$ cat src/wor_pkg.sv
// How it works
// - Timeout bits 15:8 live in a read/write byte resetting to 0x87.
// - Timeout bits 7:0 live in a read/write byte resetting to 0x6B.
// - Slow oscillator tick lasts 750 crystal clock periods.
// - Reset values give a one second timeout with a 26 MHz crystal.
// - Two-bit resolution weights a count as 1, 32, 1024 or 32768 ticks.
// - Second event follows the first by 4..48 slow ticks; code resets to 7.
// - Control bit 7 powers the oscillator down; clearing it starts calibration if bit 3 is set, else runs directly.
// - Control bit 3 enables oscillator calibration; resets to one.
// - Every resolution code is accepted and honoured.
package wor_pkg;
    localparam int unsigned ADDR_W          = 6;
    localparam logic [5:0]  OFF_TIMEOUT_HIGH = 6'h1E;
    localparam logic [5:0]  OFF_TIMEOUT_LOW  = 6'h1F;
    localparam logic [5:0]  OFF_CONTROL      = 6'h20;

    localparam logic [7:0]  RST_TIMEOUT_HIGH = 8'h87;
    localparam logic [7:0]  RST_TIMEOUT_LOW  = 8'h6B;
    localparam logic [7:0]  RST_CONTROL      = 8'hF8;

    localparam int unsigned BIT_POWER_DOWN  = 7;
    localparam int unsigned BIT_DELAY_HI    = 6;
    localparam int unsigned BIT_DELAY_LO    = 4;
    localparam int unsigned BIT_CAL_ENABLE  = 3;
    localparam int unsigned BIT_RES_HI      = 1;
    localparam int unsigned BIT_RES_LO      = 0;

    localparam int unsigned RC_DIVIDE       = 750;
    localparam int unsigned CAL_TICKS       = 16;
    localparam int unsigned SYNC_STAGES     = 3;
    localparam int unsigned NOMINAL_XTAL_HZ = 26_000_000;
    localparam int unsigned SPI_HDR_READ    = 7;
    localparam int unsigned SPI_HDR_BURST   = 6;

    typedef struct packed {
        logic        slow_osc_power_down;
        logic [2:0]  second_event_delay_select;
        logic        slow_osc_calibration_enable;
        logic [1:0]  wake_timeout_resolution;
        logic [15:0] wake_timeout_count;
    } wake_cfg_t;

    typedef struct packed {
        logic chip_select_n;
        logic serial_clk;
        logic serial_in;
    } spi_pins_t;
endpackage

$ cat src/rc_tick_divider.sv
`timescale 1ns/1ps
module rc_tick_divider #(
    parameter int unsigned DIVIDE = wor_pkg::RC_DIVIDE
) (
    // Clock and reset
    input  wire logic ref_clk_i,
    input  wire logic rst_n_i,
    // Control
    input  wire logic run_i,
    // Slow tick
    output logic      tick_o
);
    localparam int unsigned CNT_W = $clog2(DIVIDE);
    localparam logic [CNT_W-1:0] LAST = CNT_W'(DIVIDE - 1);

    logic [CNT_W-1:0] count_reg;

    always_ff @(posedge ref_clk_i) begin
        if (!rst_n_i || !run_i) begin
            count_reg <= '0;
        end else if (count_reg == LAST) begin
            count_reg <= '0;
        end else begin
            count_reg <= count_reg + 1'b1;
        end
    end

    always_ff @(posedge ref_clk_i) begin
        if (!rst_n_i) begin
            tick_o <= 1'b0;
        end else begin
            tick_o <= run_i && (count_reg == LAST);
        end
    end
endmodule

$ cat src/wake_on_radio_timer.sv
`timescale 1ns/1ps
module wake_on_radio_timer #(
    parameter int unsigned CAL_TICKS = wor_pkg::CAL_TICKS
) (
    // Clock and reset
    input  wire logic ref_clk_i,
    input  wire logic rst_n_i,
    // Serial register port
    input  wire logic spi_csn_i,
    input  wire logic spi_sclk_i,
    input  wire logic spi_mosi_i,
    output logic      spi_miso_o,
    output logic      spi_miso_oe_o,
    // Timer events and status
    output logic      wake_timeout_count_o,
    output logic      second_event_delay_select_o,
    output logic      calibrating_o,
    output logic      osc_running_o
);
    typedef enum logic [1:0] {
        ST_OFF = 2'b00,
        ST_CAL = 2'b01,
        ST_RUN = 2'b11
    } osc_state_t;

    function automatic logic [14:0] res_last(input logic [1:0] code);
        case (code)
            2'd0:    res_last = 15'h0000;
            2'd1:    res_last = 15'h001F;
            2'd2:    res_last = 15'h03FF;
            default: res_last = 15'h7FFF;
        endcase
    endfunction

    function automatic logic [5:0] delay_ticks(input logic [2:0] code);
        case (code)
            3'd0:    delay_ticks = 6'h04;
            3'd1:    delay_ticks = 6'h06;
            3'd2:    delay_ticks = 6'h08;
            3'd3:    delay_ticks = 6'h0C;
            3'd4:    delay_ticks = 6'h10;
            3'd5:    delay_ticks = 6'h18;
            3'd6:    delay_ticks = 6'h20;
            default: delay_ticks = 6'h30;
        endcase
    endfunction

    // Pin synchronisers with agreement filter
    wor_pkg::spi_pins_t pins_raw;
    wor_pkg::spi_pins_t pins_reg;
    logic [2:0]         sync1_reg;
    logic [2:0]         sync2_reg;
    logic [2:0]         sync3_reg;

    assign pins_raw = '{chip_select_n: spi_csn_i, serial_clk: spi_sclk_i,
                        serial_in: spi_mosi_i};

    genvar g;
    generate
        for (g = 0; g < 3; g++) begin : g_sync
            always_ff @(posedge ref_clk_i) begin
                if (!rst_n_i) begin
                    sync1_reg[g] <= (g == 2);
                    sync2_reg[g] <= (g == 2);
                    sync3_reg[g] <= (g == 2);
                    pins_reg[g]  <= (g == 2);
                end else begin
                    sync1_reg[g] <= pins_raw[g];
                    sync2_reg[g] <= sync1_reg[g];
                    sync3_reg[g] <= sync2_reg[g];
                    if (sync2_reg[g] == sync3_reg[g]) begin
                        pins_reg[g] <= sync3_reg[g];
                    end
                end
            end
        end
    endgenerate

    logic sclk_prev_reg;
    logic sclk_rise;
    logic sclk_fall;
    logic selected;
    always_ff @(posedge ref_clk_i) begin
        if (!rst_n_i) begin
            sclk_prev_reg <= 1'b0;
        end else begin
            sclk_prev_reg <= pins_reg.serial_clk;
        end
    end
    assign selected  = !pins_reg.chip_select_n;
    assign sclk_rise = selected && pins_reg.serial_clk && !sclk_prev_reg;
    assign sclk_fall = selected && !pins_reg.serial_clk && sclk_prev_reg;

    // Serial framing: header byte, then data bytes
    logic [2:0]         bit_cnt_reg;
    logic               in_data_reg;
    logic               is_read_reg;
    logic               burst_reg;
    logic [5:0]         addr_reg;
    logic [7:0]         shift_in_reg;
    logic [7:0]         shift_out_reg;
    logic [7:0]         rx_byte;
    logic               byte_done;
    logic               wr_strobe;
    logic [5:0]         rd_addr;
    logic [7:0]         rd_data;
    logic               rd_ctrl;

    assign rx_byte   = {shift_in_reg[6:0], pins_reg.serial_in};
    assign byte_done = sclk_rise && (bit_cnt_reg == 3'd7);
    assign wr_strobe = byte_done && in_data_reg && !is_read_reg;
    assign rd_addr   = in_data_reg ? addr_reg + 6'd1 : rx_byte[5:0];

    always_ff @(posedge ref_clk_i) begin
        if (!rst_n_i || !selected) begin
            bit_cnt_reg  <= '0;
            in_data_reg  <= 1'b0;
            is_read_reg  <= 1'b0;
            burst_reg    <= 1'b0;
            addr_reg     <= '0;
            shift_in_reg <= '0;
        end else if (sclk_rise) begin
            bit_cnt_reg  <= bit_cnt_reg + 3'd1;
            shift_in_reg <= rx_byte;
            if (byte_done) begin
                in_data_reg <= 1'b1;
                if (!in_data_reg) begin
                    is_read_reg <= rx_byte[wor_pkg::SPI_HDR_READ];
                    burst_reg   <= rx_byte[wor_pkg::SPI_HDR_BURST];
                    addr_reg    <= rx_byte[5:0];
                end else if (burst_reg) begin
                    addr_reg <= addr_reg + 6'd1;
                end
            end
        end
    end

    // Read data
    wor_pkg::wake_cfg_t cfg_reg;
    always_comb begin
        case (rd_addr)
            wor_pkg::OFF_TIMEOUT_HIGH: rd_data = cfg_reg.wake_timeout_count[15:8];
            wor_pkg::OFF_TIMEOUT_LOW:  rd_data = cfg_reg.wake_timeout_count[7:0];
            wor_pkg::OFF_CONTROL:      rd_data = {cfg_reg.slow_osc_power_down,
                                                  cfg_reg.second_event_delay_select,
                                                  cfg_reg.slow_osc_calibration_enable,
                                                  1'b0,
                                                  cfg_reg.wake_timeout_resolution};
            default:                   rd_data = 8'h00;
        endcase
    end
    // Load on byte end when a read byte follows, clear on other byte ends, else shift on falling edge
    assign rd_ctrl = byte_done && (in_data_reg ? (is_read_reg && burst_reg)
                                               : rx_byte[wor_pkg::SPI_HDR_READ]);

    always_ff @(posedge ref_clk_i) begin
        if (!rst_n_i || !selected) begin
            shift_out_reg <= '0;
        end else if (rd_ctrl) begin
            shift_out_reg <= rd_data;
        end else if (byte_done) begin
            shift_out_reg <= '0;
        end else if (sclk_fall && bit_cnt_reg != 3'd0) begin
            shift_out_reg <= {shift_out_reg[6:0], 1'b0};
        end
    end

    always_ff @(posedge ref_clk_i) begin
        if (!rst_n_i) begin
            spi_miso_o    <= 1'b0;
            spi_miso_oe_o <= 1'b0;
        end else begin
            spi_miso_o    <= shift_out_reg[7];
            spi_miso_oe_o <= selected;
        end
    end

    // Configuration registers
    logic [7:0] ctrl_wdata;
    assign ctrl_wdata = rx_byte;
    always_ff @(posedge ref_clk_i) begin
        if (!rst_n_i) begin
            cfg_reg <= {wor_pkg::RST_CONTROL[wor_pkg::BIT_POWER_DOWN:wor_pkg::BIT_CAL_ENABLE],
                        wor_pkg::RST_CONTROL[wor_pkg::BIT_RES_HI:wor_pkg::BIT_RES_LO],
                        wor_pkg::RST_TIMEOUT_HIGH, wor_pkg::RST_TIMEOUT_LOW};
        end else if (wr_strobe) begin
            case (addr_reg)
                wor_pkg::OFF_TIMEOUT_HIGH: cfg_reg.wake_timeout_count[15:8] <= rx_byte;
                wor_pkg::OFF_TIMEOUT_LOW:  cfg_reg.wake_timeout_count[7:0]  <= rx_byte;
                wor_pkg::OFF_CONTROL: begin
                    cfg_reg.slow_osc_power_down <= ctrl_wdata[wor_pkg::BIT_POWER_DOWN];
                    cfg_reg.second_event_delay_select <=
                        ctrl_wdata[wor_pkg::BIT_DELAY_HI:wor_pkg::BIT_DELAY_LO];
                    cfg_reg.slow_osc_calibration_enable <=
                        ctrl_wdata[wor_pkg::BIT_CAL_ENABLE];
                    cfg_reg.wake_timeout_resolution <=
                        ctrl_wdata[wor_pkg::BIT_RES_HI:wor_pkg::BIT_RES_LO];
                end
                default: ;
            endcase
        end
    end

    // Oscillator state
    osc_state_t state_reg;
    logic [4:0] cal_cnt_reg;
    logic       slow_tick;
    localparam logic [4:0] CAL_LAST = 5'(CAL_TICKS - 1);

    rc_tick_divider #(
        .DIVIDE (wor_pkg::RC_DIVIDE)
    ) rc_tick_divider_inst (
        .ref_clk_i (ref_clk_i),
        .rst_n_i   (rst_n_i),
        .run_i     (state_reg != ST_OFF),
        .tick_o    (slow_tick)
    );

    always_ff @(posedge ref_clk_i) begin
        if (!rst_n_i) begin
            state_reg <= ST_OFF;
        end else if (cfg_reg.slow_osc_power_down) begin
            state_reg <= ST_OFF;
        end else begin
            case (state_reg)
                ST_OFF: state_reg <= cfg_reg.slow_osc_calibration_enable ? ST_CAL : ST_RUN;
                ST_CAL: if (slow_tick && cal_cnt_reg == CAL_LAST) begin
                    state_reg <= ST_RUN;
                end
                ST_RUN: state_reg <= ST_RUN;
                default: state_reg <= ST_OFF;
            endcase
        end
    end

    always_ff @(posedge ref_clk_i) begin
        if (!rst_n_i || state_reg != ST_CAL) begin
            cal_cnt_reg <= '0;
        end else if (slow_tick) begin
            cal_cnt_reg <= cal_cnt_reg + 5'd1;
        end
    end

    // Event timing
    logic [14:0] prescale_reg;
    logic [15:0] count_reg;
    logic [5:0]  delay_reg;
    logic        scaled_tick;
    logic        running;
    logic        hit;

    assign running     = (state_reg == ST_RUN);
    assign scaled_tick = running && slow_tick
                         && (prescale_reg == res_last(cfg_reg.wake_timeout_resolution));
    assign hit         = scaled_tick && (count_reg + 16'd1 >= cfg_reg.wake_timeout_count);

    always_ff @(posedge ref_clk_i) begin
        if (!rst_n_i || !running) begin
            prescale_reg <= '0;
        end else if (slow_tick) begin
            prescale_reg <= (prescale_reg >= res_last(cfg_reg.wake_timeout_resolution))
                            ? 15'h0000 : prescale_reg + 15'd1;
        end
    end

    always_ff @(posedge ref_clk_i) begin
        if (!rst_n_i || !running) begin
            count_reg <= '0;
        end else if (hit) begin
            count_reg <= '0;
        end else if (scaled_tick) begin
            count_reg <= count_reg + 16'd1;
        end
    end

    always_ff @(posedge ref_clk_i) begin
        if (!rst_n_i || !running) begin
            delay_reg <= '0;
        end else if (hit) begin
            delay_reg <= delay_ticks(cfg_reg.second_event_delay_select);
        end else if (slow_tick && delay_reg != 6'd0) begin
            delay_reg <= delay_reg - 6'd1;
        end
    end

    always_ff @(posedge ref_clk_i) begin
        if (!rst_n_i) begin
            wake_timeout_count_o      <= 1'b0;
            second_event_delay_select_o      <= 1'b0;
            calibrating_o <= 1'b0;
            osc_running_o <= 1'b0;
        end else begin
            wake_timeout_count_o      <= hit;
            second_event_delay_select_o      <= running && slow_tick && !hit && delay_reg == 6'd1;
            calibrating_o <= (state_reg == ST_CAL);
            osc_running_o <= running;
        end
    end
endmodule

$ cat config.mk
export PLATFORM = sky130hd
export DESIGN_NAME = wake_on_radio_timer
export DESIGN_NICKNAME = d
export VERILOG_FILES = /design/src/wor_pkg.sv /design/src/rc_tick_divider.sv /design/src/wake_on_radio_timer.sv
export SDC_FILE = /design/constraint.sdc
export NUM_CORES = 1
export LEC_CHECK = 0
export ABC_AREA = 0
export BUFFER_PORTS_ARGS = -buffer_cell sky130_fd_sc_hd__buf_4
export CAP_MARGIN = 20
export CORE_MARGIN = 2
export CORE_UTILIZATION = 45
export DETAILED_ROUTE_END_ITERATION = 8
export GPL_ROUTABILITY_DRIVEN = 0
export PLACE_DENSITY = 0.61
export SLEW_MARGIN = 20
export SYNTH_ARGS = -nofsm -noshare
export SYNTH_HDL_FRONTEND = slang
export SYNTH_SLANG_ARGS = --single-unit
$ cat constraint.sdc
create_clock -name ref_clk_i -period 7.15 [get_ports ref_clk_i]
set_clock_uncertainty 0.1 [all_clocks]
set_input_delay 0.3575 -clock ref_clk_i [delete_from_list [all_inputs] [get_ports ref_clk_i]]
set_output_delay 0.3575 -clock ref_clk_i [all_outputs]
set_load 0.1 [all_outputs]
==> After elaboration in Yosys (flattened, before gate mapping) <==
Index checks and enable logic that the tools add are counted.
{ "word_totals": {"ff_bits": 124, "output_inout_bits": 6, "wordCells": 142} }
{ "op_classes": {"add_sub_neg": 7, "n_lt_le_gt_ge": 2, "n_eq_ne": 27, "n_mux": 18, "bitwise_logic": 2, "n_reduce_logical": 47} }
{ "op_table": {"columns": ["op", "n"], "rows": [
  ["$mux W15", 3],
  ["$pmux W15 S3", 1],
  ["$pmux W6 S7", 1],
  ["$mux W6", 5],
  ["$eq A6 B5 Y1 const B", 4],
  ["$mux W8", 3],
  ["$pmux W8 S3", 1],
  ["$logic_and A1 B1 Y1", 18],
  ["$add A16 B1 Y16 const B", 1],
  ["$ge A16 B16 Y1", 1],
  ["$add A15 B1 Y15 const B", 1],
  ["$eq A15 B15 Y1", 1],
  ["$ge A15 B15 Y1", 1],
  ["$eq A3 B3 Y1 const B", 4],
  ["$eq A6 B6 Y1 const B", 2],
  ["$add A10 B1 Y10 const B", 1],
  ["$eq A10 B10 Y1 const B", 1],
  ["$logic_not A1 Y1", 8],
  ["$reduce_and A2 Y1", 4],
  ["$add A6 B1 Y6 const B", 1],
  ["$eq A3 B2 Y1 const B", 2],
  ["$eq A6 B1 Y1 const B", 1],
  ["$pmux W2 S3", 1],
  ["$reduce_and A3 Y1", 2],
  ["other kinds (20)", 35]
]} }

==> Longest topological paths before layout <==
{ "logic_depth": {"word_depth": 8, "mapped_depth": 14} }

==> Hierarchy <==
Synthesis repeated with hierarchy kept, for this count alone.
{ "unflattened": {"cells_unflattened": 744, "area_unflattened_um2": 6387.4} }
{ "by_module_without_submodules": {"columns": ["mod", "instances", "cells_each", "area_per_inst_um2", "seq_area_each_um2"], "rows": [
  ["wake_on_radio_timer", 1, 690, 5895.7, 2262.2],
  ["rc_tick_divider", 1, 54, 491.7, 220.2]
]} }

==> Worst setup path before layout <==
Ideal clock, no wire load.
{ "synth_path": {"kind": "reg-to-reg", "startpoint": "register count_reg[0]", "endpoint": "register count_reg[7]", "setup_ps": 64, "arrival_ps": 3088, "path_slack_ps": 3897, "stages_incl_launch_ff": 14, "cell_sequence": "dfxtp_1 -> ha_1 -> nand3_1 -> nor4_1 -> nand2_1 -> xnor2_1 -> ha_1 -> o21ai_0 -> nor2_1 -> or3_1 -> a211oi_4 -> o21ai_2 -> buf_2 -> nor2_1"} }
{ "synth_between": {"elab_chain_len": 4} }
{ "synth_lines": {"columns": ["item", "line", "text"], "rows": [
  ["from (decl)", "wake_on_radio_timer.sv:246", "logic [15:0] count_reg;"],
  ["from (signal assigned)", "wake_on_radio_timer.sv:272", "count_reg <= count_reg + 16'd1;"],
  ["$add A16 B1 Y16 *", "wake_on_radio_timer.sv:255, wake_on_radio_timer.sv:272", null],
  ["$ge A16 B16 Y1", "wake_on_radio_timer.sv:255", "assign hit = scaled_tick && (count_reg + 16'd1 >= cfg_reg.wake_timeout_count);"],
  ["$logic_and A1 B1 Y1", "wake_on_radio_timer.sv:255", null],
  ["$reduce_or A2 Y1 (no source line)", null, null]
]} }
Mark *: on every way between the ends. The rest lies on a longest branch, timed or not.
A chain may end at the register's enable or synchronous reset.

==> Worst setup path in the final report <==
{ "layout_path": {"startpoint": "register count_reg[0]", "endpoint": "register count_reg[2]"} }
Same word-level chain as after synthesis.

==> reports/metrics.cfg <==
[logic_synthesis]
syn_nets = 763
synthArstFlopShare = 0
synth_top_cells_by_area = dfxtp_1 (40%), ha_1 (9.0%), xor2_1 (5.3%), mux2i_1 (5.1%), nor2_1 (5.0%)
post-synth-top-area-cell = dfxtp_1
synth_top_cell_area_share = 0.395
yosys.area_share.xor_xnor = 0.0809
synth-adder-area-share = 0.0897
synth_ff_type = dfxtp_1
post_synth_mux_area_share = 0.0510
mean_instance_size_in_the_synthesized_netlist_um2 = 8.81
synth_compound_area_frac = 0.108
synth_seq_cells = 124
synth_seq_area_share = 0.395
synthesis.yosys.warnings = 0
synth_cells = 713
synth_top_family_by_area = simple AND/OR/NAND/NOR gates
synth_cell_types = 60
synthSimpleGateAreaFrac = 0.233
syn_std_cell_area_mm2 = 0.00628
synth-edff-count = 0

[worst_setup_path]
critical_path.most_common_cell = nand3_1
cp.required_ns = 7.31
worst_path_max_delay_cell = o21ai_2
cp_data_arrival_time_ns = 3.97
timing.critical_path.max_delay_family = simple AND/OR/NAND/NOR gates
crit_path_start_kind = flop
max_stage_delay_ns = 0.63
setup.worst_path.class = flop to flop
timing.critical_path.cells = nand3_1 -> nor3_1 -> and3_1 -> nand3_1 -> xnor2_1 -> ha_1 -> nand4_1 -> a2111oi_2 -> a211oi_4 -> o21ai_2 -> nor2_1
cp-end-kind = flop
critical_path_buf_inv_count = 0
cp_max_fo = 18

[sta]
drv_slew = 0
final.setup.tns_ns = 0
max_clock_freq_ghz = 0.263
worst-slew-pin-transition_ns = 0.762
period_needed_ns = 3.81
setup_violations = 0
rsz_0062_raised_after_global_routing = false
hold_violations = 0
slew_headroom = 0.491
fin_crit_sh = 0.533

[die]
core.rowCount = 43
floorplan.io_pins = 11
starting_density_of_the_core = 0.456
die_x_um = 122
die_area_mm2 = 0.0149
fp.dieH_um = 122
design.core.area_mm2 = 0.0138

[clock_network]
tritoncts = yes
cts_htree_levels = 4
clock-root-buffer = clkbuf_16
clockBufferDepth = 2
post-cts-setup-buffers = 0
postCtsHoldBufs = 0
clock_sink_count = 124
clk_pin_slew_worst_paths_ns = 0.05
insertion_delay_ns = 0.42
cts_inserted_buffers = 17
cts_resized = 0

[detailed_routing]
post_drt_via_cell_ratio = 5.35
ant_nets = 0
dr.first_iter.drc_count = 369
via_count = 4876
drt-wirelength-per-cell_um = 14.4
drtPass1Iterations = 4
finalWirelength_mm = 13.1
drt_drc_violations_left = 0

[power]
combinational_fraction_of_design_power = 0.005
netSwitchingPower_w = 0.000314
internal_power_w = 0.00133
p_per_area_mw_per_mm2 = 231
clock_network_fraction_of_design_power = 0.573
pwr-share-seq = 0.422
switch_share = 0.191
vdd.ir_drop.worst_uv = 156
power.static_leakage_nw = 2.87

[place]
port_buffers = 10
dpl-instance-area_mm2 = 0.00647
detailedPlacementHpwl_mm = 9.25

[layout]
post-route-cell-area_mm2 = 0.00712
largest_reg_flops = 23
areaGrowthSynthToFinish_pct = 13.4
final_layout_size_suffix_gt1_frac = 0.0848
most-common-layout-cells = dfxtp_1 (124), nor2_1 (84), nand2_1 (72)
num_antenna_cells = 0
final_common_cell = dfxtp_1
num-nets-final = 768

[global_routing]
grt_antenna_before_repair = 0
global_route.usage.total = 0.186
pin_count_of_the_biggest_net_entering_global_routing = 42
grt.overflow.total = 0
grt_pass1_vias = 4572
grt_first_pass_wirelength_mm = 21.7

[run_status]
status = completed

[job]
cap_violations = 0

[min_path]
hp-class = input port to flop

==> final timing paths <==
path                                    from           end  slack [ns]  depth (start not counted)
worst max-delay path            count_reg[0]  count_reg[2]        3.34                         11
worst max register to register  count_reg[0]  count_reg[2]        3.34                         11
worst min-delay path               spi_csn_i  sync1_reg[2]        0.02                          2
worst min register to register  sync1_reg[2]  sync2_reg[2]        0.31                          1
==> cell type report <==
type	instances	area, µm²
fill	1303	6650
multi-input combinational	524	3530
clock inverter	11	190
inverter	40	150
tap	180	225
clock buffer	21	460
timing repair buffer	11	82.6
sequential	124	2480
==> logic make-up (layout without fill, tap and decap cells) <==
kind of cell	count (synthesis)	count (layout)
DFF	124	124
and+or+nand+nor	288	288
AOI/OAI and AO/OA	101	101
buffers and inverters	65	83
xor gates and xnor gates	58	58
muxes	32	32
adders and majority gates	45	45
==> stage by stage <==
| stage | std cells | utilization | setup slack (ns) | hold slack (ns) | total power (W) |
|---|---|---|---|---|---|
| finish | 911 | 0.517 | 3.34 | 0.0208 | 0.00165 |
| global route | 911 | 0.517 | 3.08 | 0.0219 | 0.00170 |
| CTS | 911 | 0.517 | 3.29 | 0.00339 | 0.00166 |
| detailed placement | 879 | 0.470 | 3.39 | 0.301 | 0.000718 |
| global placement | 879 | 0.470 | 3.53 | 0.300 | 0.000717 |
| floorplan | 713 | - | 3.90 | 0.286 | 0.000714 |
==> synthesized netlist by cell type, types with 3 or more instances <==
cell and count:
dfxtp_1 124, nor2_1 84, nand2_1 72, ha_1 45, inv_1 40, xor2_1 38
a21oi_1 36, mux2i_1 32, nand3_1 23, xnor2_1 20, clkbuf_1 18, nand4_1 18
o21ai_0 16, and3_1 11, and2_1 10, nor2b_1 10, nor3_1 10, nand2b_1 9
a22oi_1 6, and4_1 6, o211ai_1 6, buf_2 5, nand3b_1 5, nor3b_1 5
o221a_2 5, a211oi_1 4, nor4_1 4, or3_1 4, or4_1 4, a31oi_1 3
or2_2 3
==> routing by layer <==
metal	GRT usage	vias to the layer above	wire length (µm)	share of wire
li1	-	2486	-	-
met1	0.239	2309	6080	0.47
met2	0.299	64	6210	0.47
met3	0.0529	17	566	0.043
met4	0.0682	0	221	0.017
met5	0	-	0	0
==> worst reg2reg max path, cell delays in order, from the launching register on <==
cell and delay (ns):
dfxtp_1 0.43, nand3_1 0.13, nor3_1 0.57, and3_1 0.29, nand3_1 0.10, xnor2_1 0.16, ha_1 0.32, nand4_1 0.13
a2111oi_2 0.48, a211oi_4 0.17, o21ai_2 0.63, nor2_1 0.15
==> power groups by stage <==
stage	logic (W)	registers, W	clock network [W]
after floorplan	0.00000515	0.000709	0
after global placement	0.00000824	0.000709	0
after detailed placement	0.00000846	0.000709	0
after CTS	0.00000841	0.000694	0.000960
after global routing	0.00000905	0.000694	0.000998
final	0.00000830	0.000694	0.000944
No activity file was read; power rests on OpenSTA's default activity.
